[config.mk]
export PLATFORM = sky130hd
export DESIGN_NAME = bccs_seq
export DESIGN_NICKNAME = d
export VERILOG_FILES = /design/src/hdl/bccs_pkg.sv /design/src/hdl/bccs_flag_if.sv /design/src/hdl/bccs_sync.sv /design/src/hdl/bccs_seq.sv
export SDC_FILE = /design/constraint.sdc
export NUM_CORES = 1
export LEC_CHECK = 0
export CAP_MARGIN = 15
export CORE_MARGIN = 3
export CORE_UTILIZATION = 40
export CTS_CLUSTER_DIAMETER = 50
export DETAILED_ROUTE_END_ITERATION = 12
export DONT_BUFFER_PORTS = 1
export SYNTH_ARGS = -nofsm -noshare
export SYNTH_HDL_FRONTEND = slang
export SYNTH_HIERARCHICAL = 1
export SYNTH_SLANG_ARGS = --single-unit
[constraint.sdc]
create_clock -name mclk_i -period 3.05 [get_ports mclk_i]
set_clock_uncertainty 0.1 [all_clocks]
set_input_delay 0.61 -clock mclk_i [delete_from_list [all_inputs] [get_ports mclk_i]]
set_output_delay 0.61 -clock mclk_i [all_outputs]
set_load 0.01 [all_outputs]
[src/hdl/bccs_pkg.sv]
// Package: shared constants and types for the charge-cycle sequencer
package bccs_pkg;

    // Chemistry strap decode: strap drives low / high, float is seen as neither
    typedef enum logic [1:0] {
        BCCS_ALG_CCCV = 2'h0,
        BCCS_ALG_LEAD = 2'h1,
        BCCS_ALG_CCSRC = 2'h2
    } bccs_alg_e;

    // Sequencer states, Gray coded along precondition -> cc -> cv -> done
    typedef enum logic [3:0] {
        BCCS_ST_IDLE    = 4'h0,
        BCCS_ST_PRECOND = 4'h1,
        BCCS_ST_CC      = 4'h3,
        BCCS_ST_CV      = 4'h2,
        BCCS_ST_DONE    = 4'h6,
        BCCS_ST_FLOAT   = 4'h7,
        BCCS_ST_FAULT   = 4'h5,
        BCCS_ST_SRC     = 4'h4
    } bccs_state_e;

    // Current limit levels driven to the analog loop
    typedef enum logic [1:0] {
        BCCS_ILIM_OFF     = 2'h0,
        BCCS_ILIM_FIFTEEN = 2'h1,
        BCCS_ILIM_FULL    = 2'h2
    } bccs_ilim_e;

    // Reference selections
    typedef enum logic [1:0] {
        BCCS_VREF_2V5    = 2'h0,
        BCCS_VREF_2V3125 = 2'h1,
        BCCS_VREF_NONE   = 2'h2
    } bccs_vref_e;

    // Status encoding on the two status lines {b,a}
    localparam logic [1:0] BCCS_STAT_CHARGING = 2'h3;
    localparam logic [1:0] BCCS_STAT_NOT_CHG  = 2'h2;
    localparam logic [1:0] BCCS_STAT_FAULT    = 2'h0;
    localparam logic [1:0] BCCS_STAT_FLOAT    = 2'h1;

    localparam int BCCS_SYNC_STAGES = 3;
    localparam int BCCS_NUM_FLAGS   = 9;

    // Flag positions in the synchronised comparator bundle
    localparam int BCCS_F_BELOW_PRE   = 0;
    localparam int BCCS_F_NEAR_REF    = 1;
    localparam int BCCS_F_RECHARGE    = 2;
    localparam int BCCS_F_BULK_RST    = 3;
    localparam int BCCS_F_BELOW_C10   = 4;
    localparam int BCCS_F_INSTANT_ON  = 5;
    localparam int BCCS_F_RECONNECT   = 6;
    localparam int BCCS_F_TIMER_EN    = 7;
    localparam int BCCS_F_SHUTDOWN    = 8;

    localparam logic [7:0] BCCS_BAD_BAT_RESET = 8'h00;

endpackage

[src/hdl/bccs_flag_if.sv]
// Interface: synchronised comparator flags passed to the sequencer core
`timescale 1ns/100ps
`default_nettype none
interface bccs_flag_if;
    logic [bccs_pkg::BCCS_NUM_FLAGS-1:0] flag;
    modport src (output flag);
    modport dst (input flag);
endinterface
`default_nettype wire

[src/hdl/bccs_sync.sv]
// Three-stage input synchroniser; a change is accepted when stages two and three agree
`timescale 1ns/100ps
`default_nettype none
module bccs_sync (
    input  wire logic                                 mclk_i,
    input  wire logic                                 nrst_i,
    input  wire logic [bccs_pkg::BCCS_NUM_FLAGS-1:0]  async_i,
    bccs_flag_if.src                                  out
);
    localparam int W = bccs_pkg::BCCS_NUM_FLAGS;

    logic [W-1:0] meta;
    logic [W-1:0] stg2;
    logic [W-1:0] stg3;
    logic [W-1:0] held;

    always_ff @(posedge mclk_i or negedge nrst_i) begin
        if (!nrst_i) begin
            meta <= '0;
            stg2 <= '0;
            stg3 <= '0;
        end else begin
            meta <= async_i;
            stg2 <= meta;
            stg3 <= stg2;
        end
    end

    // Only bits where the last two stages agree may move; the first stage is never read here
    always_ff @(posedge mclk_i or negedge nrst_i) begin
        if (!nrst_i) begin
            held <= '0;
        end else begin
            held <= (stg2 & stg3) | (held & (stg2 | stg3));
        end
    end

    assign out.flag = held;
endmodule
`default_nettype wire

[src/hdl/bccs_seq.sv]
// Charge-cycle sequencer top: algorithm select, stage machine, timers and status
//
// Function
// - Strap low selects constant-current/constant-voltage with trickle precondition.
// - Strap high selects the four-step three-stage lead-acid profile.
// - Strap floating selects the timed constant-current source.
// - Feedback below precondition threshold: precondition state, one-fifteenth current.
// - Above precondition: full current, constant current until near float reference.
// - Near reference: constant-voltage state; safety timer starts if timer termination.
// - Current termination: end cycle below one tenth, report not charging.
// - Timer termination: top off until end of cycle, then stop and disconnect.
// - Status line a shows not charging when current below one tenth in precondition, CC, CV and current-source states.
// - After termination, feedback at recharge threshold starts a new cycle.
// - End-of-cycle period set externally by the timing element; typical three hours.
// - Lead-acid: one-fifteenth below precondition, then full current and bulk.
// - Bulk forces full current until near reference, then absorption.
// - Absorption moves to float when current falls to one tenth.
// - Lead-acid timer starts at absorption, forces float at end of cycle.
// - Float selects lower reference, one-fifteenth current, stays indefinitely.
// - Float with feedback at bulk-restart threshold restarts bulk at full current.
// - Current-source mode: no trickle limit, full current whole timer period.
// - Current-source mode ends at end of cycle with battery switch open.
// - Current-source mode still keeps the voltage limit at the reference.
// - Current-source mode with timer grounded runs indefinitely.
// - Precondition still after one eighth of end-of-cycle flags bad battery.
// - Grounded timer pin disables every timer-based function.
// - One-tenth detection ignored in instant-on and during switch reconnection.
`timescale 1ns/100ps
`default_nettype none
module bccs_seq (
    input  wire logic        mclk_i,
    input  wire logic        nrst_i,
    input  wire logic        chem_strap_low_i,
    input  wire logic        chem_strap_high_i,
    input  wire logic        timer_term_sel_i,
    input  wire logic        fb_below_precond_i,
    input  wire logic        fb_near_ref_i,
    input  wire logic        fb_recharge_i,
    input  wire logic        fb_bulk_restart_i,
    input  wire logic        chg_below_c10_i,
    input  wire logic        instant_on_i,
    input  wire logic        path_reconnect_i,
    input  wire logic        timer_enabled_i,
    input  wire logic        shutdown_input_i,
    input  wire logic        end_of_cycle_time_i,
    input  wire logic        eighth_eoc_i,
    output logic [1:0]       ilim_level_o,
    output logic [1:0]       vref_sel_o,
    output logic             path_switch_on_o,
    output logic             timer_run_o,
    output logic             timer_clear_o,
    output logic             terminated_o,
    output logic             bad_battery_o,
    output logic             charge_status_line_a_o,
    output logic             charge_status_line_b_o,
    output logic [3:0]       state_o
);
    bccs_flag_if flags ();

    logic [bccs_pkg::BCCS_NUM_FLAGS-1:0] raw_flags;
    logic [5:0]                          ev_sync;
    logic [5:0]                          ev_s2;
    logic [5:0]                          ev_s3;
    logic [5:0]                          ev_held;

    // Event-type timer outputs from the external timing element also pass three stages
    assign raw_flags = {shutdown_input_i, timer_enabled_i, path_reconnect_i, instant_on_i,
                        chg_below_c10_i, fb_bulk_restart_i, fb_recharge_i, fb_near_ref_i,
                        fb_below_precond_i};

    bccs_sync u_sync (
        .mclk_i  (mclk_i),
        .nrst_i  (nrst_i),
        .async_i (raw_flags),
        .out     (flags)
    );

    always_ff @(posedge mclk_i or negedge nrst_i) begin
        if (!nrst_i) begin
            ev_sync <= 6'h00;
            ev_s2   <= 6'h00;
            ev_s3   <= 6'h00;
            ev_held <= 6'h00;
        end else begin
            // Bit 0 is a constant one; it fills with the chain and marks the straps as settled
            ev_sync <= {end_of_cycle_time_i, eighth_eoc_i, timer_term_sel_i,
                        chem_strap_high_i, chem_strap_low_i, 1'b1};
            ev_s2   <= ev_sync;
            ev_s3   <= ev_s2;
            ev_held <= (ev_s2 & ev_s3) | (ev_held & (ev_s2 | ev_s3));
        end
    end

    logic below_pre;
    logic near_ref;
    logic recharge;
    logic bulk_rst;
    logic c10_raw;
    logic c10;
    logic tmr_en;
    logic shutdown_input;
    logic eoc;
    logic eighth;

    assign below_pre = flags.flag[bccs_pkg::BCCS_F_BELOW_PRE];
    assign near_ref  = flags.flag[bccs_pkg::BCCS_F_NEAR_REF];
    assign recharge  = flags.flag[bccs_pkg::BCCS_F_RECHARGE];
    assign bulk_rst  = flags.flag[bccs_pkg::BCCS_F_BULK_RST];
    assign c10_raw   = flags.flag[bccs_pkg::BCCS_F_BELOW_C10];
    assign shutdown_input      = flags.flag[bccs_pkg::BCCS_F_SHUTDOWN];
    // Timer functions are dead when the timer pin is grounded
    assign tmr_en    = flags.flag[bccs_pkg::BCCS_F_TIMER_EN];
    assign eoc       = ev_held[5] & tmr_en;
    assign eighth    = ev_held[4] & tmr_en;
    // A premature one-tenth reading during instant-on or reconnection is masked
    assign c10       = c10_raw & ~flags.flag[bccs_pkg::BCCS_F_INSTANT_ON]
                               & ~flags.flag[bccs_pkg::BCCS_F_RECONNECT];

    // Straps are read once, after their synchroniser has filled; later changes are ignored
    bccs_pkg::bccs_alg_e alg;
    logic                alg_valid;

    always_ff @(posedge mclk_i or negedge nrst_i) begin
        if (!nrst_i) begin
            alg       <= bccs_pkg::BCCS_ALG_CCCV;
            alg_valid <= 1'b0;
        end else if (!alg_valid && ev_held[0]) begin
            alg_valid <= 1'b1;
            if (ev_held[1]) begin
                alg <= bccs_pkg::BCCS_ALG_CCCV;
            end else if (ev_held[2]) begin
                alg <= bccs_pkg::BCCS_ALG_LEAD;
            end else begin
                alg <= bccs_pkg::BCCS_ALG_CCSRC;
            end
        end
    end

    bccs_pkg::bccs_state_e state;
    bccs_pkg::bccs_state_e next_state;
    bccs_pkg::bccs_state_e next_go;
    logic                  timer_term;

    assign timer_term = ev_held[3] & tmr_en;

    always_comb begin
        next_state = state;
        case (state)
            bccs_pkg::BCCS_ST_IDLE: begin
                if (alg_valid) begin
                    if (alg == bccs_pkg::BCCS_ALG_CCSRC) begin
                        next_state = bccs_pkg::BCCS_ST_SRC;
                    end else if (below_pre) begin
                        next_state = bccs_pkg::BCCS_ST_PRECOND;
                    end else begin
                        next_state = bccs_pkg::BCCS_ST_CC;
                    end
                end
            end
            bccs_pkg::BCCS_ST_PRECOND: begin
                if (eighth) begin
                    next_state = bccs_pkg::BCCS_ST_FAULT;
                end else if (!below_pre) begin
                    next_state = bccs_pkg::BCCS_ST_CC;
                end
            end
            bccs_pkg::BCCS_ST_CC: begin
                if (below_pre) begin
                    next_state = bccs_pkg::BCCS_ST_PRECOND;
                end else if (near_ref) begin
                    next_state = bccs_pkg::BCCS_ST_CV;
                end
            end
            bccs_pkg::BCCS_ST_CV: begin
                if (alg == bccs_pkg::BCCS_ALG_LEAD) begin
                    if (c10 || eoc) begin
                        next_state = bccs_pkg::BCCS_ST_FLOAT;
                    end
                end else if (timer_term) begin
                    if (eoc) begin
                        next_state = bccs_pkg::BCCS_ST_DONE;
                    end
                end else if (c10) begin
                    next_state = bccs_pkg::BCCS_ST_DONE;
                end
            end
            bccs_pkg::BCCS_ST_FLOAT: begin
                if (bulk_rst) begin
                    next_state = bccs_pkg::BCCS_ST_CC;
                end
            end
            bccs_pkg::BCCS_ST_DONE: begin
                // Only the voltage algorithms recharge by themselves
                if (alg == bccs_pkg::BCCS_ALG_CCCV && recharge) begin
                    next_state = bccs_pkg::BCCS_ST_IDLE;
                end
            end
            bccs_pkg::BCCS_ST_SRC: begin
                if (eoc) begin
                    next_state = bccs_pkg::BCCS_ST_DONE;
                end
            end
            bccs_pkg::BCCS_ST_FAULT: begin
                next_state = bccs_pkg::BCCS_ST_FAULT;
            end
            default: begin
                next_state = bccs_pkg::BCCS_ST_IDLE;
            end
        endcase
    end

    // Shutdown is a synchronous restart; outputs follow it as well as the state
    assign next_go = shutdown_input ? bccs_pkg::BCCS_ST_IDLE : next_state;

    always_ff @(posedge mclk_i or negedge nrst_i) begin
        if (!nrst_i) begin
            state <= bccs_pkg::BCCS_ST_IDLE;
        end else begin
            state <= next_go;
        end
    end

    // Timer runs in precondition, from CV (absorption) entry under timer termination or lead-acid, or over the whole current-source cycle
    logic timing;
    assign timing = tmr_en && (((state == bccs_pkg::BCCS_ST_CV) &&
                                 (timer_term || alg == bccs_pkg::BCCS_ALG_LEAD)) ||
                                (state == bccs_pkg::BCCS_ST_SRC) ||
                                (state == bccs_pkg::BCCS_ST_PRECOND));

    always_ff @(posedge mclk_i or negedge nrst_i) begin
        if (!nrst_i) begin
            timer_run_o   <= 1'b0;
            timer_clear_o <= 1'b1;
        end else begin
            timer_run_o   <= timing;
            // Held clear while idle or finished: the end-of-cycle flag lags by the
            // synchroniser, so a stale one must not reach the next cycle
            timer_clear_o <= ((next_go != state) && (next_go == bccs_pkg::BCCS_ST_CV)) ||
                             (next_go inside {bccs_pkg::BCCS_ST_IDLE, bccs_pkg::BCCS_ST_DONE,
                                              bccs_pkg::BCCS_ST_FLOAT, bccs_pkg::BCCS_ST_FAULT});
        end
    end

    // Analog steering outputs, all registered
    always_ff @(posedge mclk_i or negedge nrst_i) begin
        if (!nrst_i) begin
            ilim_level_o     <= bccs_pkg::BCCS_ILIM_OFF;
            vref_sel_o       <= bccs_pkg::BCCS_VREF_2V5;
            path_switch_on_o <= 1'b0;
        end else begin
            case (next_go)
                bccs_pkg::BCCS_ST_PRECOND: begin
                    ilim_level_o     <= bccs_pkg::BCCS_ILIM_FIFTEEN;
                    vref_sel_o       <= bccs_pkg::BCCS_VREF_2V5;
                    path_switch_on_o <= 1'b1;
                end
                bccs_pkg::BCCS_ST_CC, bccs_pkg::BCCS_ST_CV: begin
                    ilim_level_o     <= bccs_pkg::BCCS_ILIM_FULL;
                    vref_sel_o       <= bccs_pkg::BCCS_VREF_2V5;
                    path_switch_on_o <= 1'b1;
                end
                bccs_pkg::BCCS_ST_FLOAT: begin
                    ilim_level_o     <= bccs_pkg::BCCS_ILIM_FIFTEEN;
                    vref_sel_o       <= bccs_pkg::BCCS_VREF_2V3125;
                    path_switch_on_o <= 1'b1;
                end
                bccs_pkg::BCCS_ST_SRC: begin
                    ilim_level_o     <= bccs_pkg::BCCS_ILIM_FULL;
                    vref_sel_o       <= bccs_pkg::BCCS_VREF_2V5;
                    path_switch_on_o <= 1'b1;
                end
                default: begin
                    // Done, fault and idle: no current, battery path high impedance
                    ilim_level_o     <= bccs_pkg::BCCS_ILIM_OFF;
                    vref_sel_o       <= bccs_pkg::BCCS_VREF_2V5;
                    path_switch_on_o <= 1'b0;
                end
            endcase
        end
    end

    // Status lines; line a follows the one-tenth level in precondition, CC, CV and current-source states
    always_ff @(posedge mclk_i or negedge nrst_i) begin
        if (!nrst_i) begin
            terminated_o           <= 1'b0;
            bad_battery_o          <= 1'b0;
            charge_status_line_a_o <= 1'b0;
            charge_status_line_b_o <= 1'b0;
        end else begin
            terminated_o  <= (next_go == bccs_pkg::BCCS_ST_DONE);
            bad_battery_o <= (next_go == bccs_pkg::BCCS_ST_FAULT);
            case (next_go)
                bccs_pkg::BCCS_ST_FAULT: begin
                    {charge_status_line_b_o, charge_status_line_a_o} <= bccs_pkg::BCCS_STAT_FAULT;
                end
                bccs_pkg::BCCS_ST_DONE, bccs_pkg::BCCS_ST_IDLE: begin
                    {charge_status_line_b_o, charge_status_line_a_o} <= bccs_pkg::BCCS_STAT_NOT_CHG;
                end
                bccs_pkg::BCCS_ST_FLOAT: begin
                    {charge_status_line_b_o, charge_status_line_a_o} <= bccs_pkg::BCCS_STAT_FLOAT;
                end
                default: begin
                    charge_status_line_b_o <= 1'b1;
                    charge_status_line_a_o <= ~c10;
                end
            endcase
        end
    end

    assign state_o = state;

    // Checks
    property p_fault_sticks;
        @(posedge mclk_i) disable iff (!nrst_i)
        (state == bccs_pkg::BCCS_ST_FAULT && !shutdown_input) |=> (state == bccs_pkg::BCCS_ST_FAULT);
    endproperty
    a_fault_sticks: assert property (p_fault_sticks) else $error("fault left");

    property p_precond_limit;
        @(posedge mclk_i) disable iff (!nrst_i)
        (state == bccs_pkg::BCCS_ST_PRECOND) |-> (ilim_level_o == bccs_pkg::BCCS_ILIM_FIFTEEN);
    endproperty
    a_precond_limit: assert property (p_precond_limit) else $error("precond limit");

    property p_float_ref;
        @(posedge mclk_i) disable iff (!nrst_i)
        (state == bccs_pkg::BCCS_ST_FLOAT) |-> (vref_sel_o == bccs_pkg::BCCS_VREF_2V3125 &&
                                                 ilim_level_o == bccs_pkg::BCCS_ILIM_FIFTEEN);
    endproperty
    a_float_ref: assert property (p_float_ref) else $error("float ref");

    property p_done_open;
        @(posedge mclk_i) disable iff (!nrst_i)
        (state == bccs_pkg::BCCS_ST_DONE) |-> !path_switch_on_o && ilim_level_o == 2'h0;
    endproperty
    a_done_open: assert property (p_done_open) else $error("path not open");

    property p_src_no_restart;
        @(posedge mclk_i) disable iff (!nrst_i)
        (state == bccs_pkg::BCCS_ST_DONE && alg == bccs_pkg::BCCS_ALG_CCSRC && !shutdown_input)
            |=> (state == bccs_pkg::BCCS_ST_DONE);
    endproperty
    a_src_no_restart: assert property (p_src_no_restart) else $error("src restart");

    property p_no_timer_no_eoc;
        @(posedge mclk_i) disable iff (!nrst_i)
        (state == bccs_pkg::BCCS_ST_SRC && !tmr_en && !shutdown_input) |=> (state == bccs_pkg::BCCS_ST_SRC);
    endproperty
    a_no_timer_no_eoc: assert property (p_no_timer_no_eoc) else $error("src ended");

    property p_bulk_restart;
        @(posedge mclk_i) disable iff (!nrst_i)
        (state == bccs_pkg::BCCS_ST_FLOAT && bulk_rst && !shutdown_input)
            |=> (state == bccs_pkg::BCCS_ST_CC && ilim_level_o == bccs_pkg::BCCS_ILIM_FULL);
    endproperty
    a_bulk_restart: assert property (p_bulk_restart) else $error("bulk restart");

    property p_c10_masked;
        @(posedge mclk_i) disable iff (!nrst_i)
        (state == bccs_pkg::BCCS_ST_CV && flags.flag[bccs_pkg::BCCS_F_INSTANT_ON] && !eoc && !shutdown_input)
            |=> (state == bccs_pkg::BCCS_ST_CV);
    endproperty
    a_c10_masked: assert property (p_c10_masked) else $error("c10 not masked");
endmodule
`default_nettype wire

==> results of run 1 <==
cell families (layout without fill, tap and decap cells):
group / Yosys count / in the layout / share of synthesized area [%]
other cells: 2 / 3 / 0.284
mux: 2 / 2 / 0.757
flops: 77 / 77 / 72.9
buf+inv: 5 / 17 / 1.23
fa+ha+maj: 15 / 15 / 6.11
simple gates: 50 / 50 / 11.4
compound gates: 21 / 21 / 6.96
xor+xnor: 1 / 1 / 0.331
power groups by stage:
stage	clock network [mW]	logic, mW	registers [mW]
6_report	0.815	0.168	1.14
5_1_grt	0.894	0.190	1.15
3_5_place_dp	0	0.147	1.16
4_1_cts	0.844	0.172	1.14
3_3_place_gp	0	0.144	1.16
2_1_floorplan	0	0.136	1.14
what timing repair did:
| item | 4_1_cts | 5_1_grt |
|---|---|---|
| hold buffers | 1 | 0 |
| buffers inserted | 0 | 0 |
| hold endpoints to repair | 77 | 0 |
synthesized netlist by cell type, drive strengths merged, types with 2 or more instances:
cell type / count / area [um^2]
nor2: 8 / 30.0
and2: 3 / 20.0
o21ai: 6 / 33.8
o21a: 2 / 15.0
nand2b: 5 / 31.3
nor2b: 7 / 43.8
nand3: 3 / 15.0
or2: 4 / 25.0
maj3: 15 / 161
nand2: 8 / 30.0
dfrtp: 76 / 1900
nor3b: 3 / 22.5
o211ai: 2 / 42.5
conb: 2 / 7.51
mux2i: 2 / 20.0
buf: 4 / 28.8
nand3b: 2 / 15.0
routing by layer:
layer  vias up  global-route usage, %  share of wire (%)
li1        609                      -                  -
met3         9                   5.49                6.0
met4         0                   7.53                2.2
met2        29                   17.6                 48
met5         -                      0                  0
met1       610                   14.9                 44
sequential cells by signal, indices dropped and copies added (netlist names), 2 cells and up:
signal	count
alg	2
ev_held	6
ev_s2	6
ev_s3	6
ev_sync	6
ilim_level_o	2
state_o	4
u_sync/meta	9
u_sync/out.flag	9
u_sync/stg2	9
u_sync/stg3	9
final cells by class:
class | instances | area, um^2
Clock inverter | 4 | 72.6
Tap cell | 75 | 93.8
Timing Repair Buffer | 1 | 27.5
Clock buffer | 11 | 141
Multi-Input combinational cell | 92 | 687
Sequential cell | 77 | 1930
Fill cell | 553 | 3210
Inverter | 1 | 3.75
worst max-delay path by stage:
| stage | startpoint | to | slack (ps) |
|---|---|---|---|
| 5_1_grt | state_o[1] | vref_sel_o[0] | 700 |
| 3_3_place_gp | state_o[0] | charge_status_line_a_o | 920 |
| 4_1_cts | state_o[0] | charge_status_line_a_o | 890 |
| 6_report | state_o[0] | charge_status_line_a_o | 890 |
| 3_5_place_dp | state_o[0] | charge_status_line_a_o | 910 |
| 2_1_floorplan | state_o[0] | charge_status_line_a_o | 1020 |
metrics by stage:
step	hold slack [ps]	util [%]	area [um^2]	setup WS (ps)	total power, mW
after CTS	49.2	47.9	2950	889	2.16
after detailed placement	217	44.0	2710	905	1.31
after global placement	217	44.0	2710	917	1.31
after floorplan	214	-	2650	1020	1.28
final	49.9	47.9	2950	892	2.13
after global routing	51.0	47.9	2950	702	2.24
==> run_results.csv, run 1 <==
group,metric,value,unit
floorplan,die_outline_width,87.3,um
routing,via_count,1257,
routing,first_iter_violations,64,
pwr,switching_share,22.6,%
place,dp_hpwl,2430,um
setup_path,family_of_cells_with_the_greatest_summed_delay_on_the_critical_path,"simple AND/OR/NAND/NOR gates",
min_path,min_path_type,"input port to asynchronous set/reset pin",
floorplan,io_pins,31,
setup_path,worst_setup_path_start_kind,"register",
routing,totalWireLength,3820,um
timing,report.final.hold_viol_count,0,
timing,timing.final.max_slew_violations,0,
floorplan,start_util,42.9,%
pwr,p_clk_share,38.4,%
global_route,globalRoute.totalOverflow,0,
pwr,power.switching,0.479,mW
cts,cts_root_buffer,"clkbuf_8",
setup_path,timing.setup.critical_path_class,"register to register",
synth,synth-edff-count,0,
final_layout,final_common_cell,"dfrtp_1",
job,maxCapViolations,0,
synth,yosys_register_bits,77,
routing,drt_drc_violations_left,0,
timing,timing.final.crit_share,70.7,%
synth,syn-instance-count,173,
setup_path,critPathMaxFanout,10,
synth,synth.cell_area,2640,um^2
setup_path,timing.reg2reg.setup_slack,890,ps
pwr,irDropWorstVdd,624,uV
synth,synth.distinct_cells,43,
floorplan,row_count,28,
global_route,antenna_violations_before_repair,0,
place,count_of_buffers_inserted_at_the_top_level_ports,0,
pwr,share_seq_of_total_power,53.8,%
floorplan,core_area,6170,um^2
setup_path,worst_r2r_endpoint,"charge_status_line_a_o",
final_layout,areaGrowthSynthToFinish,11.7,%
timing,tns,0,ps
final_layout,antenna_cells_inserted,0,
setup_path,worstPathCellList,"or4b_4 > nand4b_2 > o211ai_4 > or3_1 > a21o_1 > a21oi_2",
final_layout,stdcell_count,261,
final_layout,leading_cell_types_in_the_layout_fill_and_taps_excluded,"76 x dfrtp_1, 10 x clkbuf_8, 9 x maj3_2",
setup_path,cp_max_delay_cell,"or4b_4",
final_layout,finalNetCount,198,
routing,post_drt_wl_per_cell,14.6,um
setup_path,cp.depth,6,
pwr,cellLeakagePower,1.26,nW
floorplan,dieHeight,87.3,um
cts,clk_pin_slew_worst_paths,70,ps
global_route,pin_count_of_the_biggest_net_entering_global_routing,78,
routing,detailedRoute.firstPassIterationCount,4,
synth,synth.yosys.warnings,6,
pwr,comb_power_share,7.9,%
setup_path,worst_setup_path_end_kind,"register",
global_route,first_global_vias,1412,
setup_path,max_stage_delay,600,ps
synth,yosys_most_used_dff,"dfrtp_1",
routing,drtAntennaViolNets,0,
final_layout,share_of_final_layout_standard_cells_stronger_than_drive_strength_1,21.0,%
status,outcome,"completed",
timing,rsz_0062_raised_after_global_routing,"no",
global_route,global_route.usage.total,12.2,%
pwr,p_int,1.65,mW
synth,ys_async_sr_fraction,100,%
setup_path,cp.arrival,2330,ps
cts,cts_h_tree_depth,3,
timing,achievable_freq,0.463,GHz
cts,cts_inserted_buffers,9,
setup_path,critPathRequiredTime,3220,ps
timing,final_period_minus_worst_setup_slack,2160,ps
routing,vias_per_cell,4.82,
setup_path,timing.critical_path.buf_inv,0,
cts,insertion_delay,350,ps
cts,clock-sinks,77,
cts,postCtsResizedCells,0,
setup_path,timing.rr.start,"state_o[0]",
cts,clockBufferDepth,2,
cts,cts_tree,"yes",
place,gp_congestion,0.816,
place,dp_cells,245,
synth,postSynthAreaPerCell,15.3,um^2
pwr,power-per-cell-area,720,nW/um^2
synth,synth_sequential_area_ratio,72.9,%
timing,final-setup-viol-count,0,
global_route,grt_pass1_wl,6780,um
setup_path,r2r_cells,6,
floorplan,floorplan_die_area,7620,um^2
No activity file was read; power rests on OpenSTA's default activity.
==> run 2, diff against run 1 <==
clock period = 2.2 ns   (was 3.05 ns; I/O delays follow)
==> run 2 against run 1 <==
Net effect:
- the flow now finishes with violations (hold timing)
- count of clock-buffer cells in the layout down 1
- global-route usage about the same
- sequential share of layout area down 2.2 points
- final area up 3.5%
- sequential power up 39%
- via count up 9.5%
- maximum frequency up 7.2%
- first-iteration DRC count up 4.7%
- clock power up 25%
- flip-flop and latch count unchanged
- total power up 33%
- non-clock buffer count up 14
==> run_results.csv, run 2 (synthesized netlist as in run 1, its figures left out) <==
group,metric,value,unit
setup_path,cp.arrival,2170,ps
floorplan,core_area,6170,um^2
final_layout,final_util,49.6,%
timing,fin_hold_ws,-306,ps
setup_path,r2r_cells,5,
setup_path,worst_setup_path_start_kind,"register",
timing,tns,0,ps
setup_path,max_stage_delay,470,ps
floorplan,io_pins,31,
floorplan,floorplan_die_area,7620,um^2
final_layout,antenna_cells_inserted,0,
floorplan,dieHeight,87.3,um
cts,clk_pin_slew_worst_paths,80,ps
setup_path,cp_max_delay_cell,"dfrtp_1",
setup_path,crit_start,"state_o[1]",
timing,timing.final.max_slew_violations,0,
cts,clock-sinks,77,
setup_path,worst_setup_path_end_kind,"register",
routing,post_drt_wl_per_cell,14.2,um
global_route,pin_count_of_the_biggest_net_entering_global_routing,78,
setup_path,timing.critical_path.buf_inv,0,
setup_path,timing.reg2reg.setup_slack,190,ps
cts,cts_inserted_buffers,9,
timing,timing.final.crit_share,91.5,%
place,count_of_buffers_inserted_at_the_top_level_ports,0,
routing,first_iter_violations,67,
cts,clockBufferDepth,2,
routing,via_count,1376,
final_layout,stdcell_count,275,
setup_path,worst_r2r_endpoint,"vref_sel_o[0]",
timing,achievable_freq,0.497,GHz
setup_path,critPathMaxFanout,10,
floorplan,die_outline_width,87.3,um
job,maxCapViolations,0,
global_route,antenna_violations_before_repair,0,
final_layout,multi_input_area,692,um^2
timing,final-setup-viol-count,0,
setup_path,family_of_cells_with_the_greatest_summed_delay_on_the_critical_path,"simple AND/OR/NAND/NOR gates",
final_layout,leading_cell_types_in_the_layout_fill_and_taps_excluded,"76 x dfrtp_1, 11 x dlygate4sd3_1, 10 x clkbuf_8",
global_route,globalRoute.totalOverflow,0,
place,place_ws,19.1,ps
setup_path,worstPathCellList,"nor2b_1 > a221oi_1 > o32a_1 > or3b_4 > nor2b_1",
status,failing_checks,"hold timing",
final_layout,filler_cell_count,534,
setup_path,timing.setup.critical_path_class,"register to register",
final_layout,finalNetCount,212,
floorplan,row_count,28,
routing,detailedRoute.firstPassIterationCount,4,
final_layout,areaGrowthSynthToFinish,15.6,%
setup_path,timing.rr.start,"state_o[1]",
pwr,cellLeakagePower,1.31,nW
cts,cts_tree,"yes",
floorplan,start_util,42.9,%
routing,vias_per_cell,5.00,
global_route,grt_pass1_wl,6930,um
timing,worst_slack,187,ps
status,outcome,"finished, violations left",
routing,totalWireLength,3890,um
pwr,power-per-cell-area,928,nW/um^2
final_layout,share_of_final_layout_standard_cells_stronger_than_drive_strength_1,22.0,%
timing,final_period_minus_worst_setup_slack,2010,ps
pwr,irDropWorstVdd,569,uV
final_layout,register_area,1930,um^2
routing,drtAntennaViolNets,0,
cts,cts_root_buffer,"clkbuf_8",
global_route,global_route.usage.total,12.2,%
setup_path,critPathRequiredTime,2360,ps
timing,report.final.hold_viol_count,77,
global_route,first_global_vias,1454,
place,gp_congestion,0.814,
setup_path,critPathMostFrequentCell,"nor2b_1",
place,dp_hpwl,2630,um
cts,insertion_delay,340,ps
timing,rsz_0062_raised_after_global_routing,"no",
final_layout,final_common_cell,"dfrtp_1",
routing,drt_drc_violations_left,0,
place,dp_cells,249,
cts,cts_h_tree_depth,3,
cts,post-cts-setup-buffer-count,0,
min_path,min_path_type,"input port to asynchronous set/reset pin",
[run 2: final cells by class]
| type | instances | area share (%) |
|---|---|---|
| multi-input combinational | 92 | 22.6 |
| clock buffer | 10 | 4.50 |
| sequential | 77 | 63.1 |
| inverter | 1 | 0.123 |
| timing repair buffer | 15 | 4.58 |
| clock inverter | 5 | 2.01 |
| tap | 75 | 3.07 |
[run 2: power breakdown]
part	total (mW)	internal [mW]	switching, mW	leakage [nW]
combinational	0.236	0.126	0.110	0.294
clock	1.02	0.552	0.473	0.102
sequential	1.58	1.51	0.0677	0.917
total	2.84	2.19	0.651	1.31
[run 2: worst max-delay path by stage]
stage | slack (ps) | depth (start not counted) | to
final | 190 | 5 | vref_sel_o[0]
after global routing | 80 | 6 | charge_status_line_a_o
after CTS | 180 | 6 | charge_status_line_a_o
after detailed placement | 20 | 5 | vref_sel_o[0]
after global placement | 110 | 5 | vref_sel_o[0]
after floorplan | 170 | 7 | charge_status_line_a_o
[run 2: stage by stage]
step | hold slack [ps] | area, um^2 | power, mW
after detailed placement | 46.2 | 2740 | 1.82
after global routing | -343 | 3060 | 2.98
after global placement | 47.1 | 2740 | 1.81
final | -306 | 3060 | 2.84
after floorplan | 44.4 | 2650 | 1.77
after CTS | -330 | 2950 | 2.87
[run 2: what timing repair did]
item | in CTS | in global routing
endpoints found under the hold margin | 77 | 88
resized for setup | 1 | 0
endpoints found under the setup margin | 2 | 0
[run 2: worst reg2reg max path: stages, from the launching register on]
cell and delay, ps:
dfrtp_1 470, nor2b_1 260, a221oi_1 130, o32a_1 440, or3b_4 440, nor2b_1 110
[run 2: metal layers]
metal | wire length (um) | GRT usage [%]
met1 | 1530 | 14.0
met2 | 2010 | 18.4
met3 | 244 | 5.58
met4 | 117 | 7.81
met5 | 0 | 0
